--- src/rtl/hat_map.svh ---
// offsets, field positions, reset values and timing counts of the access sequencer
`ifndef HAT_MAP_SVH
`define HAT_MAP_SVH

`define HAT_CTRL_OFS        12'h000
`define HAT_CMD_OFS         12'h004
`define HAT_WDATA_OFS       12'h008
`define HAT_RDATA_OFS       12'h00C
`define HAT_STATUS_OFS      12'h010

`define HAT_CTRL_DUMMY_BIT  0
`define HAT_CTRL_FFWD_BIT   1
`define HAT_CTRL_RST        2'h0

`define HAT_CMD_ADDR_LSB    0
`define HAT_CMD_TGT_LSB     7
`define HAT_CMD_WRITE_BIT   11
`define HAT_CMD_FIFO_BIT    12

`define HAT_STAT_BUSY_BIT   0
`define HAT_STAT_DONE_BIT   1
`define HAT_STAT_ERR_BIT    2
`define HAT_STAT_DCNT_LSB   8

`define HAT_CLK_NS          4
`define HAT_T_GAP1_NS       165
`define HAT_T_GAP2_NS       330
`define HAT_T_ASSERT_NS     32
`define HAT_T_CYCLE_NS      165
`define HAT_T_DEASSERT_NS   13

`define HAT_CYC_GAP1    ((`HAT_T_GAP1_NS + `HAT_CLK_NS - 1) / `HAT_CLK_NS)
`define HAT_CYC_GAP2    ((`HAT_T_GAP2_NS + `HAT_CLK_NS - 1) / `HAT_CLK_NS)
`define HAT_CYC_ASSERT  ((`HAT_T_ASSERT_NS + `HAT_CLK_NS - 1) / `HAT_CLK_NS)
`define HAT_CYC_CYCLE   ((`HAT_T_CYCLE_NS + `HAT_CLK_NS - 1) / `HAT_CLK_NS)
`define HAT_CYC_RECOVER (`HAT_CYC_CYCLE - `HAT_CYC_ASSERT)

`endif

--- src/rtl/hat_pkg.sv ---
// types of the host access sequencer
`default_nettype none
package hat_pkg;
    typedef enum logic [3:0] {
        T_GENERIC    = 4'h0,
        T_IDENTITY_REVISION_REG     = 4'h1,
        T_BYTE_TEST  = 4'h2,
        T_RX_LVL     = 4'h3,
        T_RX_DROP    = 4'h4,
        T_TX_LVL     = 4'h5,
        T_RECEIVE_DATAPATH_CONTROL_REG = 4'h6,
        T_SLOW       = 4'h7,
        T_RX_DATA    = 4'h8,
        T_RX_STATUS  = 4'h9,
        T_TX_STATUS  = 4'hA,
        T_TX_DATA    = 4'hB
    } hat_target_t;

    typedef enum logic [1:0] {
        S_IDLE    = 2'b00,
        S_WAIT    = 2'b01,
        S_STROBE  = 2'b10,
        S_RECOVER = 2'b11
    } hat_state_t;

    typedef struct packed {
        logic        fifo_sel;
        logic        write;
        hat_target_t target;
        logic [6:0]  addr;
    } hat_cmd_t;

    typedef struct packed {
        logic       device_select_low;
        logic       read_strobe_low;
        logic       write_strobe_low;
        logic       fifo_select;
        logic [6:0] addr;
    } hat_pins_t;
endpackage
`default_nettype wire

--- src/rtl/hat_gap_rules.sv ---
// required idle gaps before the next read, by target and history
`default_nettype none
`include "hat_map.svh"
module hat_gap_rules (
    input  wire hat_pkg::hat_target_t i_target,
    input  wire hat_pkg::hat_target_t i_last_read,
    input  wire logic                 i_ffwd_guard,
    output logic [7:0]                o_write_gap,
    output logic [7:0]                o_read_gap
);
    import hat_pkg::*;

    localparam logic [7:0] GAP1 = 8'(`HAT_CYC_GAP1);
    localparam logic [7:0] GAP2 = 8'(`HAT_CYC_GAP2);

    always_comb begin
        case (i_target)
            T_IDENTITY_REVISION_REG, T_BYTE_TEST, T_RX_LVL, T_RX_DROP,
            T_RX_DATA, T_RX_STATUS, T_TX_STATUS, T_TX_DATA: o_write_gap = 8'h00;
            T_SLOW:  o_write_gap = GAP2;
            default: o_write_gap = GAP1;
        endcase
    end

    always_comb begin
        o_read_gap = 8'h00;
        if (i_target == T_RX_LVL && (i_last_read == T_RX_DATA || i_last_read == T_RX_STATUS)) begin
            o_read_gap = GAP1;
        end
        if (i_target == T_TX_LVL && i_last_read == T_TX_STATUS) begin
            o_read_gap = GAP1;
        end
        if (i_target == T_RX_DROP && i_last_read == T_RX_DROP) begin
            o_read_gap = GAP2;
        end
        if (i_ffwd_guard && i_last_read == T_RECEIVE_DATAPATH_CONTROL_REG &&
            (i_target == T_TX_STATUS || i_target == T_RX_STATUS)) begin
            o_read_gap = GAP2;
        end
    end
endmodule
`default_nettype wire

--- src/rtl/hat_host.sv ---
// host-side sequencer for the 16-bit parallel port, with an APB register slave
//
// The placing of the registers and the APB register port were decided locally.
`default_nettype none
`include "hat_map.svh"
module hat_host #(
    parameter logic [6:0] BYTE_TEST_ADDR = 7'h00
) (
    input  wire logic              i_clock,
    input  wire logic              i_arst_n,
    input  wire logic              i_psel,
    input  wire logic              i_penable,
    input  wire logic              i_pwrite,
    input  wire logic [11:0]       i_paddr,
    input  wire logic [31:0]       i_pwdata,
    output logic      [31:0]       o_prdata,
    output logic                   o_pready,
    output logic                   o_pslverr,
    output var hat_pkg::hat_pins_t o_pins,
    output logic      [15:0]       o_data,
    output logic                   o_data_oe_n,
    input  wire logic [15:0]       i_data
);
    import hat_pkg::*;

    localparam logic [5:0] ASSERT_CYC  = 6'(`HAT_CYC_ASSERT);
    localparam logic [5:0] RECOVER_CYC = 6'(`HAT_CYC_RECOVER);
    localparam logic [7:0] GAP1        = 8'(`HAT_CYC_GAP1);
    localparam logic [7:0] GAP2        = 8'(`HAT_CYC_GAP2);
    localparam hat_pins_t  PINS_IDLE   = '{device_select_low: 1'b1, read_strobe_low: 1'b1,
                                           write_strobe_low: 1'b1, fifo_select: 1'b0,
                                           addr: 7'h00};

    hat_state_t  state;
    hat_cmd_t    cmd;
    hat_pins_t   pins;
    hat_target_t last_read;
    logic [1:0]  ctrl;
    logic [15:0] wdata;
    logic [15:0] rdata;
    logic [5:0]  cnt;
    logic [7:0]  since_write;
    logic [7:0]  since_read;
    logic [7:0]  write_gap;
    logic [7:0]  read_gap;
    logic [7:0]  dummy_cnt;
    logic        dummy;
    logic        done;
    logic        err;
    logic        apb_wr;
    logic        hit;
    logic        start;
    logic        gap_met;
    logic        strobe_end;
    logic        recover_end;

    assign apb_wr      = i_psel && i_penable && i_pwrite;
    assign start       = apb_wr && i_paddr == `HAT_CMD_OFS && state == S_IDLE;
    assign strobe_end  = state == S_STROBE && cnt == ASSERT_CYC - 6'h01;
    assign recover_end = state == S_RECOVER && cnt == RECOVER_CYC - 6'h01;
    assign o_pins      = pins;

    hat_gap_rules u_gap (
        .i_target    (cmd.target),
        .i_last_read (last_read),
        .i_ffwd_guard(ctrl[`HAT_CTRL_FFWD_BIT]),
        .o_write_gap (write_gap),
        .o_read_gap  (read_gap)
    );

    assign gap_met = since_write >= write_gap && since_read >= read_gap;

    always_ff @(posedge i_clock or negedge i_arst_n) begin
        if (!i_arst_n) begin
            ctrl <= `HAT_CTRL_RST;
        end else if (apb_wr && i_paddr == `HAT_CTRL_OFS) begin
            ctrl <= i_pwdata[1:0];
        end
    end

    always_ff @(posedge i_clock or negedge i_arst_n) begin
        if (!i_arst_n) begin
            wdata <= 16'h0000;
        end else if (apb_wr && i_paddr == `HAT_WDATA_OFS) begin
            wdata <= i_pwdata[15:0];
        end
    end

    always_ff @(posedge i_clock or negedge i_arst_n) begin
        if (!i_arst_n) begin
            cmd <= '0;
        end else if (start) begin
            cmd <= hat_cmd_t'(i_pwdata[12:0]);
        end
    end

    // sticky flags, set wins over clear
    always_ff @(posedge i_clock or negedge i_arst_n) begin
        if (!i_arst_n) begin
            done <= 1'b0;
            err  <= 1'b0;
        end else begin
            if (recover_end && !dummy) begin
                done <= 1'b1;
            end else if (start || (apb_wr && i_paddr == `HAT_STATUS_OFS &&
                                   i_pwdata[`HAT_STAT_DONE_BIT])) begin
                done <= 1'b0;
            end
            if (apb_wr && i_paddr == `HAT_CMD_OFS && state != S_IDLE) begin
                err <= 1'b1;
            end else if (apb_wr && i_paddr == `HAT_STATUS_OFS && i_pwdata[`HAT_STAT_ERR_BIT]) begin
                err <= 1'b0;
            end
        end
    end

    always_ff @(posedge i_clock or negedge i_arst_n) begin
        if (!i_arst_n) begin
            since_write <= 8'hFF;
            since_read  <= 8'hFF;
            last_read   <= T_BYTE_TEST;
        end else begin
            if (strobe_end && cmd.write && !dummy) begin
                since_write <= 8'h00;
            end else if (since_write != 8'hFF) begin
                since_write <= since_write + 8'h01;
            end
            if (strobe_end && !cmd.write && !dummy && cmd.target != T_BYTE_TEST) begin
                since_read <= 8'h00;
                last_read  <= cmd.target;
            end else if (since_read != 8'hFF) begin
                since_read <= since_read + 8'h01;
            end
        end
    end

    always_ff @(posedge i_clock or negedge i_arst_n) begin
        if (!i_arst_n) begin
            state     <= S_IDLE;
            pins      <= PINS_IDLE;
            cnt       <= 6'h00;
            dummy     <= 1'b0;
            dummy_cnt <= 8'h00;
            rdata     <= 16'h0000;
            o_data    <= 16'h0000;
            o_data_oe_n <= 1'b1;
        end else begin
            case (state)
                S_IDLE: begin
                    if (start) begin
                        state     <= S_WAIT;
                        dummy_cnt <= 8'h00;
                    end
                end
                S_WAIT: begin
                    cnt <= 6'h00;
                    // write framed by select and write strobe
                    if (cmd.write) begin
                        state       <= S_STROBE;
                        dummy       <= 1'b0;
                        pins        <= '{device_select_low: 1'b0, read_strobe_low: 1'b1,
                                         write_strobe_low: 1'b0, fifo_select: cmd.fifo_sel,
                                         addr: cmd.addr};
                        o_data      <= wdata;
                        o_data_oe_n <= 1'b0;
                    // read framed by select and read strobe
                    end else if (gap_met) begin
                        state <= S_STROBE;
                        dummy <= 1'b0;
                        pins  <= '{device_select_low: 1'b0, read_strobe_low: 1'b0,
                                   write_strobe_low: 1'b1, fifo_select: cmd.fifo_sel,
                                   addr: cmd.addr};
                    // fill the wait with a dummy read
                    end else if (ctrl[`HAT_CTRL_DUMMY_BIT]) begin
                        state     <= S_STROBE;
                        dummy     <= 1'b1;
                        dummy_cnt <= dummy_cnt + 8'h01;
                        pins      <= '{device_select_low: 1'b0, read_strobe_low: 1'b0,
                                       write_strobe_low: 1'b1, fifo_select: 1'b0,
                                       addr: BYTE_TEST_ADDR};
                    end
                end
                S_STROBE: begin
                    cnt <= cnt + 6'h01;
                    // end the access by releasing both strobes
                    if (strobe_end) begin
                        state       <= S_RECOVER;
                        cnt         <= 6'h00;
                        pins        <= PINS_IDLE;
                        o_data_oe_n <= 1'b1;
                        if (!cmd.write && !dummy) begin
                            rdata <= i_data;
                        end
                    end
                end
                S_RECOVER: begin
                    cnt <= cnt + 6'h01;
                    if (recover_end) begin
                        cnt   <= 6'h00;
                        state <= dummy ? S_WAIT : S_IDLE;
                        dummy <= 1'b0;
                    end
                end
                default: begin
                    state <= S_IDLE;
                    pins  <= PINS_IDLE;
                end
            endcase
        end
    end

    always_comb begin
        hit      = 1'b1;
        o_prdata = 32'h0000_0000;
        case (i_paddr)
            `HAT_CTRL_OFS:   o_prdata = {30'h0, ctrl};
            `HAT_CMD_OFS:    o_prdata = {19'h0, cmd};
            `HAT_WDATA_OFS:  o_prdata = {16'h0, wdata};
            `HAT_RDATA_OFS:  o_prdata = {16'h0, rdata};
            `HAT_STATUS_OFS: begin
                o_prdata[`HAT_STAT_BUSY_BIT] = state != S_IDLE;
                o_prdata[`HAT_STAT_DONE_BIT] = done;
                o_prdata[`HAT_STAT_ERR_BIT]  = err;
                o_prdata[`HAT_STAT_DCNT_LSB +: 8] = dummy_cnt;
            end
            default:         hit = 1'b0;
        endcase
    end

    assign o_pready  = 1'b1;
    assign o_pslverr = i_psel && i_penable && !hit;
endmodule
`default_nettype wire

--- config.mk ---
export PLATFORM = sky130hd
export DESIGN_NAME = hat_host
export DESIGN_NICKNAME = d
export VERILOG_FILES = /design/src/rtl/hat_pkg.sv /design/src/rtl/hat_gap_rules.sv /design/src/rtl/hat_host.sv
export VERILOG_INCLUDE_DIRS = /design/src /design/src/rtl
export SDC_FILE = /design/constraint.sdc
export NUM_CORES = 1
export LEC_CHECK = 0
export ABC_CLOCK_PERIOD_IN_PS = 5800
export BUFFER_PORTS_ARGS = -buffer_cell sky130_fd_sc_hd__buf_2
export CAP_MARGIN = 25
export CORE_MARGIN = 4
export CORE_UTILIZATION = 30
export DETAILED_ROUTE_END_ITERATION = 7
export SYNTH_ARGS = -nofsm -noshare
export SYNTH_HDL_FRONTEND = slang
export SYNTH_SLANG_ARGS = --single-unit
--- constraint.sdc ---
create_clock -name i_clock -period 5.8 [get_ports i_clock]
set_clock_uncertainty 0.05 [all_clocks]
set_input_delay 0.87 -clock i_clock [delete_from_list [all_inputs] [get_ports i_clock]]
set_output_delay 0.87 -clock i_clock [all_outputs]
set_load 0.1 [all_outputs]
After elaboration in Yosys (flattened, before gate mapping)
Memory sizes are Yosys's and may differ from the RTL's.
Index checks and enable logic that the tools add are counted.
{"block": "classes", "n_addsub": 4, "order_cmp": 2, "n_eq_ne": 30, "n_mux": 45, "reduce_logical": 51}
{"operator": "8-bit 2-to-1 mux", "n": 8}
{"operator": "11-bit 2-to-1 mux", "n": 4}
{"operator": "8-bit case mux with 4 select lines", "n": 1}
{"operator": "1-bit logical AND", "n": 26}
{"operator": "8-bit by 1-bit adder with 8-bit output, second input constant", "n": 3}
{"operator": "12-bit by 4-bit equality test with 1-bit output, second input constant", "n": 2}
{"operator": "6-bit 2-to-1 mux", "n": 4}
{"operator": "11-bit case mux with 2 select lines", "n": 1}
{"operator": "4-bit equality test, second input constant", "n": 5}
{"operator": "6-bit case mux with 3 select lines", "n": 1}
{"operator": "4-bit by 3-bit equality test with 1-bit output, second input constant", "n": 4}
{"operator": "8-bit >= comparator", "n": 2}
{"operator": "8-bit inequality test, second input constant", "n": 2}
{"operator": "8-bit case mux with 2 select lines", "n": 1}
{"operator": "2-bit nonzero test", "n": 8}
{"operator": "3-bit case mux with 5 select lines", "n": 1}
{"operator": "5-bit case mux with 3 select lines", "n": 1}
{"operator": "7-bit 2-to-1 mux", "n": 2}
{"operator": "2-bit inequality test, second input constant", "n": 7}
{"operator": "12-bit by 3-bit equality test with 1-bit output, second input constant", "n": 1}
{"operator": "12-bit by 5-bit equality test with 1-bit output, second input constant", "n": 1}
{"operator": "12-bit zero test", "n": 1}
{"operator": "1-bit 2-to-1 mux", "n": 12}
{"operator": "2-bit 2-to-1 mux", "n": 6}
{"operator": "19 further kinds", "n": 28}
{"block": "totals", "ff_bits": 114, "romBits": 96, "elab_cells": 156, "memories": 1}
{"name": "(no name shown)", "words": 16, "word_bits": 6, "read_ports": 1, "rd_ports_with_merged_regs": 0, "write_ports": 0, "line": "hat_gap_rules.sv:17", "source": "case (i_target)"}

Depth between registers and ports, before layout
{"block": "logic_depth", "ltp_word": 12, "depth_mapped": 15, "ltp_nobuf": 14}

Hierarchy
From an unflattened synthesis, not the netlist that was laid out.
{"block": "hier_totals", "cells_unflattened": 571, "area_unflattened_um2": 6269.8}
{"mod": "hat_host", "n_inst": 1, "cells_per_inst": 534, "area_per_inst_um2": 6005.8}
{"mod": "hat_gap_rules", "n_inst": 1, "cells_per_inst": 37, "area_per_inst_um2": 264.0}

Worst setup path before layout
OpenSTA, ideal clock, no wires.
{"block": "synth_path", "path_kind": "in2out", "startpoint": "input i_paddr[8]", "endpoint": "output o_prdata[10]", "arrival_time_ns": 3.755, "t_required_ns": 4.880, "setup_slack_ns": 1.125, "stages": 5, "path_cell_list": "nor4_4 > and3_1 > buf_2 > nand2_4 > o21ai_0"}
{"block": "synth_via", "elab_chain_cells": 2}
{"element": "start: declaration", "line": "hat_host.sv:14", "source": "input wire logic [11:0] i_paddr,"}
{"element": "12-bit by 5-bit equality test with 1-bit output, or another cell as far along", "line": "hat_host.sv:215", "source": "case (i_paddr)"}
{"element": "8-bit case mux with 4 select lines *", "line": "hat_host.sv:215"}
{"element": "end: declaration", "line": "hat_host.sv:16", "source": "output logic [31:0] o_prdata,"}
Every way passes the cells marked *; elsewhere a longest branch is shown, timed or not.

Worst setup path after layout
{"block": "layout_path", "startpoint": "register cmd[8] in the netlist's numbering", "endpoint": "register pins, in the netlist o_pins[4]"}
{"block": "layout_via", "elab_chain_cells": 11}
{"element": "start: declaration", "line": "hat_host.sv:35", "source": "hat_cmd_t cmd;"}
{"element": "start signal: assignment", "line": "hat_host.sv:93", "source": "cmd <= hat_cmd_t'(i_pwdata[12:0]);"}
{"element": "4-bit by 2-bit equality test with 1-bit output", "line": "hat_gap_rules.sv:27", "source": "if (i_target == T_RX_LVL && (i_last_read == T_RX_DATA || i_last_read == T_RX_STATUS)) begin"}
{"element": "1-bit logical AND", "line": "hat_gap_rules.sv:27"}
{"element": "6-bit 2-to-1 mux", "line": "hat_gap_rules.sv:27"}
{"element": "6-bit 2-to-1 mux", "line": "hat_gap_rules.sv:30", "source": "if (i_target == T_TX_LVL && i_last_read == T_TX_STATUS) begin"}
{"element": "7-bit 2-to-1 mux", "line": "hat_gap_rules.sv:33", "source": "if (i_target == T_RX_DROP && i_last_read == T_RX_DROP) begin"}
{"element": "7-bit 2-to-1 mux", "line": "hat_gap_rules.sv:36", "source": "if (i_ffwd_guard && i_last_read == T_RECEIVE_DATAPATH_CONTROL_REG &&"}
{"element": "8-bit >= comparator", "line": "hat_host.sv:71", "source": "assign gap_met = since_write >= write_gap && since_read >= read_gap;"}
{"element": "1-bit logical AND *", "line": "hat_host.sv:71"}
{"element": "11-bit 2-to-1 mux", "line": "hat_host.sv:167", "source": "end else if (gap_met) begin"}
{"element": "11-bit 2-to-1 mux", "line": "hat_host.sv:158", "source": "if (cmd.write) begin"}
{"element": "11-bit case mux with 2 select lines", "line": "hat_host.sv:148", "source": "case (state)"}
{"element": "end signal: assignment", "line": "hat_host.sv:161", "source": "pins <= '{device_select_low: 1'b0, read_strobe_low: 1'b1,"}
{"element": "end signal: assignment", "line": "hat_host.sv:170", "source": "pins <= '{device_select_low: 1'b0, read_strobe_low: 1'b0,"}
{"element": "end signal: assignment", "line": "hat_host.sv:178", "source": "pins <= '{device_select_low: 1'b0, read_strobe_low: 1'b0,"}
{"element": "end: declaration", "line": "hat_host.sv:36", "source": "hat_pins_t pins;"}
Marks and branches as above.
A chain may end at the register's enable or synchronous reset.

==> flow_metrics.env <==
export IMPL_groute_usage_overall_pct=13.5
export IMPL_use_met2_pct=21.3
export IMPL_seq_area_frac_synth_pct=47.6
export IMPL_fp_coreArea_sq_um=19700
export IMPL_critical_path_cell_chain="inv_1, ha_1, and4b_1, a21oi_1, or4b_2, nor2b_1, ha_1, a2111oi_2, o31a_2, nor2_1, o211ai_1, buf_4, a22o_1"
export IMPL_synth_cell_types=62
export IMPL_die_y_um=150
export IMPL_max_slew_margin_pct=32.8
export IMPL_use_met1_pct=17.4
export IMPL_p_per_area_nw_per_um2=344
export IMPL_diodes=0
export IMPL_setup_violations=0
export IMPL_n_fill_cell=1998
export IMPL_fp_row_count=51
export IMPL_multiInputGateArea_sq_um=2930
export IMPL_via_per_inst=4.85
export IMPL_io_buffers=93
export IMPL_max_freq_mhz=237
export IMPL_dp_slack_ps=1580
export IMPL_required_ps=6050
export IMPL_synth_ff_type="dfrtp_1"
export IMPL_die_w_um=150
export IMPL_grt_max_degree=63
export IMPL_cp_max_fo=11
export IMPL_synth_top_area_share_pct=38.4
export IMPL_place_hpwl_mm=10.4
export IMPL_cts_inserted_buffers=17
export IMPL_finalCritPeriodShare_pct=72.7
export IMPL_final_hold_viol_count=0
export IMPL_cts_num_sinks=114
export IMPL_cts_tree="yes"
export IMPL_crit_type="flip-flop to flip-flop"
export IMPL_cp_arrival_ps=4470
export IMPL_remaining_drc_errors=0
export IMPL_synth_edff_count=0
export IMPL_yosysWarnings=0
export IMPL_peakVddDrop_mv=0.182
export IMPL_grt_busiest_layer="met2"
export IMPL_h_tree_depth=4
export IMPL_ios=127
export IMPL_gp_congestion=0.807
export IMPL_dr_total_vias=4388
export IMPL_post_cts_buffers=0
export IMPL_hold_buffers=0
export IMPL_worst_pin_slew_ps=1000
export IMPL_slew_violations=0
export IMPL_first_iter_violations=238
export IMPL_cts_resized=0
export IMPL_grt_pass1_vias=4427
export IMPL_ant_nets=0
export IMPL_drive_above_1_share_pct=36.9
export IMPL_start_util_pct=30.8
export IMPL_avgSynthCellArea_sq_um=11.3
export IMPL_fin_nets=720
export IMPL_post_route_min_period_ps=4220
export IMPL_rsz0062_at_grt="false"
export IMPL_gr_total_overflow=0
export IMPL_hp_class="flip-flop to flip-flop"
export IMPL_synth_area_top_cells="dfrtp_1 38%, mux2_2 13%, dfstp_2 9.1%"
export IMPL_clock_path_buffers=2
export IMPL_status="completed"
export IMPL_slowest_stage="or4b_2"
export IMPL_regArea_sq_um=2880
export IMPL_fin_tns_setup_ps=0
export IMPL_die_area_sq_um=22500
export IMPL_clk_pin_slew_ps=60
export IMPL_routed_wirelength_mm=14.4
export IMPL_first_pass_iters=4
export IMPL_syn_area_sq_um=6050
export IMPL_antenna_found_initial=0
export IMPL_layout_setup_ws_ps=1580
export IMPL_cts_root_buf="clkbuf_16"
export IMPL_ys_async_sr_fraction_pct=100
export IMPL_cp_slowest_stage_delay_ps=670
export IMPL_ys_ff_latch=114
export IMPL_synthCells=534
export IMPL_crit_top_cell="ha_1"
export IMPL_met3_usage_pct=4.21
export IMPL_maxCapViolCount=0
export IMPL_syn_to_final_growth_pct=20.2
export IMPL_insertion_delay_ps=420
export IMPL_post_drt_wl_per_cell_um=15.9
export IMPL_p_leak_uw=0.00354
export IMPL_end_kind="flip-flop"
export IMPL_start_kind="flip-flop"
export IMPL_grt_pass1_wl_mm=23.6
export IMPL_yosys_area_top_type="dfrtp_1"
## sequential cells by signal (all words and copies together), names as in the netlist, 4 cells and up
signal and cells:
o_data 16, last_read 4, cmd 13, rdata 16, wdata 16, since_write 8, since_read 8, dummy_cnt 8
cnt 6, o_pins 11
## cell type report
cell class              count  area share [%]
clock buffers              20            6.27
clock inverters            10            1.53
inverters                  18           0.928
multi-input cells         380            40.2
flip-flops and latches    114            39.6
well taps                 265            4.56
repair buffers             98            6.95
## routing by layer
layer  wire, um  part of all wire [%]
met4        296                   2.1
met5          0                     0
met3        811                   5.6
met1       6520                    45
met2       6780                    47
## placed cells by master, fill, tap and decap left out, types with 3 or more instances in the layout
master,netlist,final
clkbuf_16,0,17
buf_2,5,92
nor2_1,35,35
o21ai_0,29,29
conb_1,2,17
and2_1,5,5
nand4_1,5,5
dfstp_2,21,21
a22o_1,12,12
ha_1,26,26
and3_1,14,14
or4_1,4,4
nand3_1,18,18
inv_1,18,18
dfrtp_1,93,93
mux2_2,69,69
xnor2_1,3,3
nor2b_1,6,6
nand2b_1,6,6
o31ai_1,4,4
a211oi_1,4,4
nor3_1,7,7
a22oi_1,13,13
mux2i_1,13,13
a31oi_1,3,3
nand2_1,30,30
buf_4,18,6
a21oi_1,9,9
xor2_1,6,6
clkinv_2,0,4
clkinvlp_4,0,3
## power by group
part           internal [uW]  total [uW]  leakage, uW  switching [uW]
registers                860         917      0.00149            57.2
clock network            645        1010     0.000274             361
logic                    182         581      0.00178             398
total                   1690        2500      0.00354             816
## cell usage after synthesis, types with 3 or more instances
| library cell | number |
|---|---|
| nor2b_1 | 6 |
| nand2b_1 | 6 |
| o21ai_0 | 29 |
| buf_4 | 18 |
| nand2_1 | 30 |
| mux2_2 | 69 |
| clkbuf_1 | 9 |
| nand4_1 | 5 |
| a22o_1 | 12 |
| dfrtp_1 | 93 |
| xnor2_1 | 3 |
| dfstp_2 | 21 |
| buf_2 | 5 |
| inv_1 | 18 |
| nand3_1 | 18 |
| nor3_1 | 7 |
| o31ai_1 | 4 |
| ha_1 | 26 |
| nor4_1 | 3 |
| a21oi_1 | 9 |
| and2_1 | 5 |
| a31oi_1 | 3 |
| buf_6 | 4 |
| mux2i_1 | 13 |
| and3_1 | 14 |
| or4_1 | 4 |
| xor2_1 | 6 |
| nor2_1 | 35 |
| a211oi_1 | 4 |
| a22oi_1 | 13 |
## final timing paths
kind / start / to / slack, ps / depth (start not counted)
min: o_pins[9]$_DFFE_PN1P_ / o_pins[9]$_DFFE_PN1P_ / 420 / 2
max: cmd[8]$_DFFE_PN0P_ / o_pins[4]$_DFFE_PN0P_ / 1580 / 13
min reg2reg: o_pins[9]$_DFFE_PN1P_ / o_pins[9]$_DFFE_PN1P_ / 420 / 2
max in group asynchronous: i_arst_n / rdata[13]$_DFFE_PN0P_ / 4020 / 2
max reg2reg: cmd[8]$_DFFE_PN0P_ / o_pins[4]$_DFFE_PN0P_ / 1580 / 13
min in group asynchronous: i_arst_n / o_pins[0]$_DFFE_PN0P_ / 490 / 1
## cells by family after synthesis
family | Yosys count | synth area share [%]
other | 2 | 0.124
and+or+nand+nor | 149 | 13.6
AOI/OAI and AO/OA | 93 | 10.8
adders and majority gates | 26 | 5.37
buffers and inverters | 55 | 5.13
DFF | 114 | 47.6
muxes | 86 | 16.1
xor gates and xnor gates | 9 | 1.30
## worst max-delay path: cells and delay by family (launching register included)
family          cells  cell delay (ps)
buf+inv             2              420
fa+ha+maj           2              490
simple gates        4             1580
flops               1              420
compound gates      5             1120
## through the flow
| stage | instance area [sq um] | total power, uW | hold slack [ps] | cells | util (%) |
|---|---|---|---|---|---|
| floorplan | 6110 | 1360 | 422 | 549 | - |
| global placement | 6710 | 1510 | 417 | 875 | 34.1 |
| detailed placement | 6710 | 1510 | 416 | 875 | 34.1 |
| CTS | 7280 | 2530 | 424 | 905 | 37.0 |
| global route | 7280 | 2630 | 449 | 905 | 37.0 |
| finish | 7280 | 2500 | 421 | 905 | 37.0 |
Power figures use the tool's default switching activity.
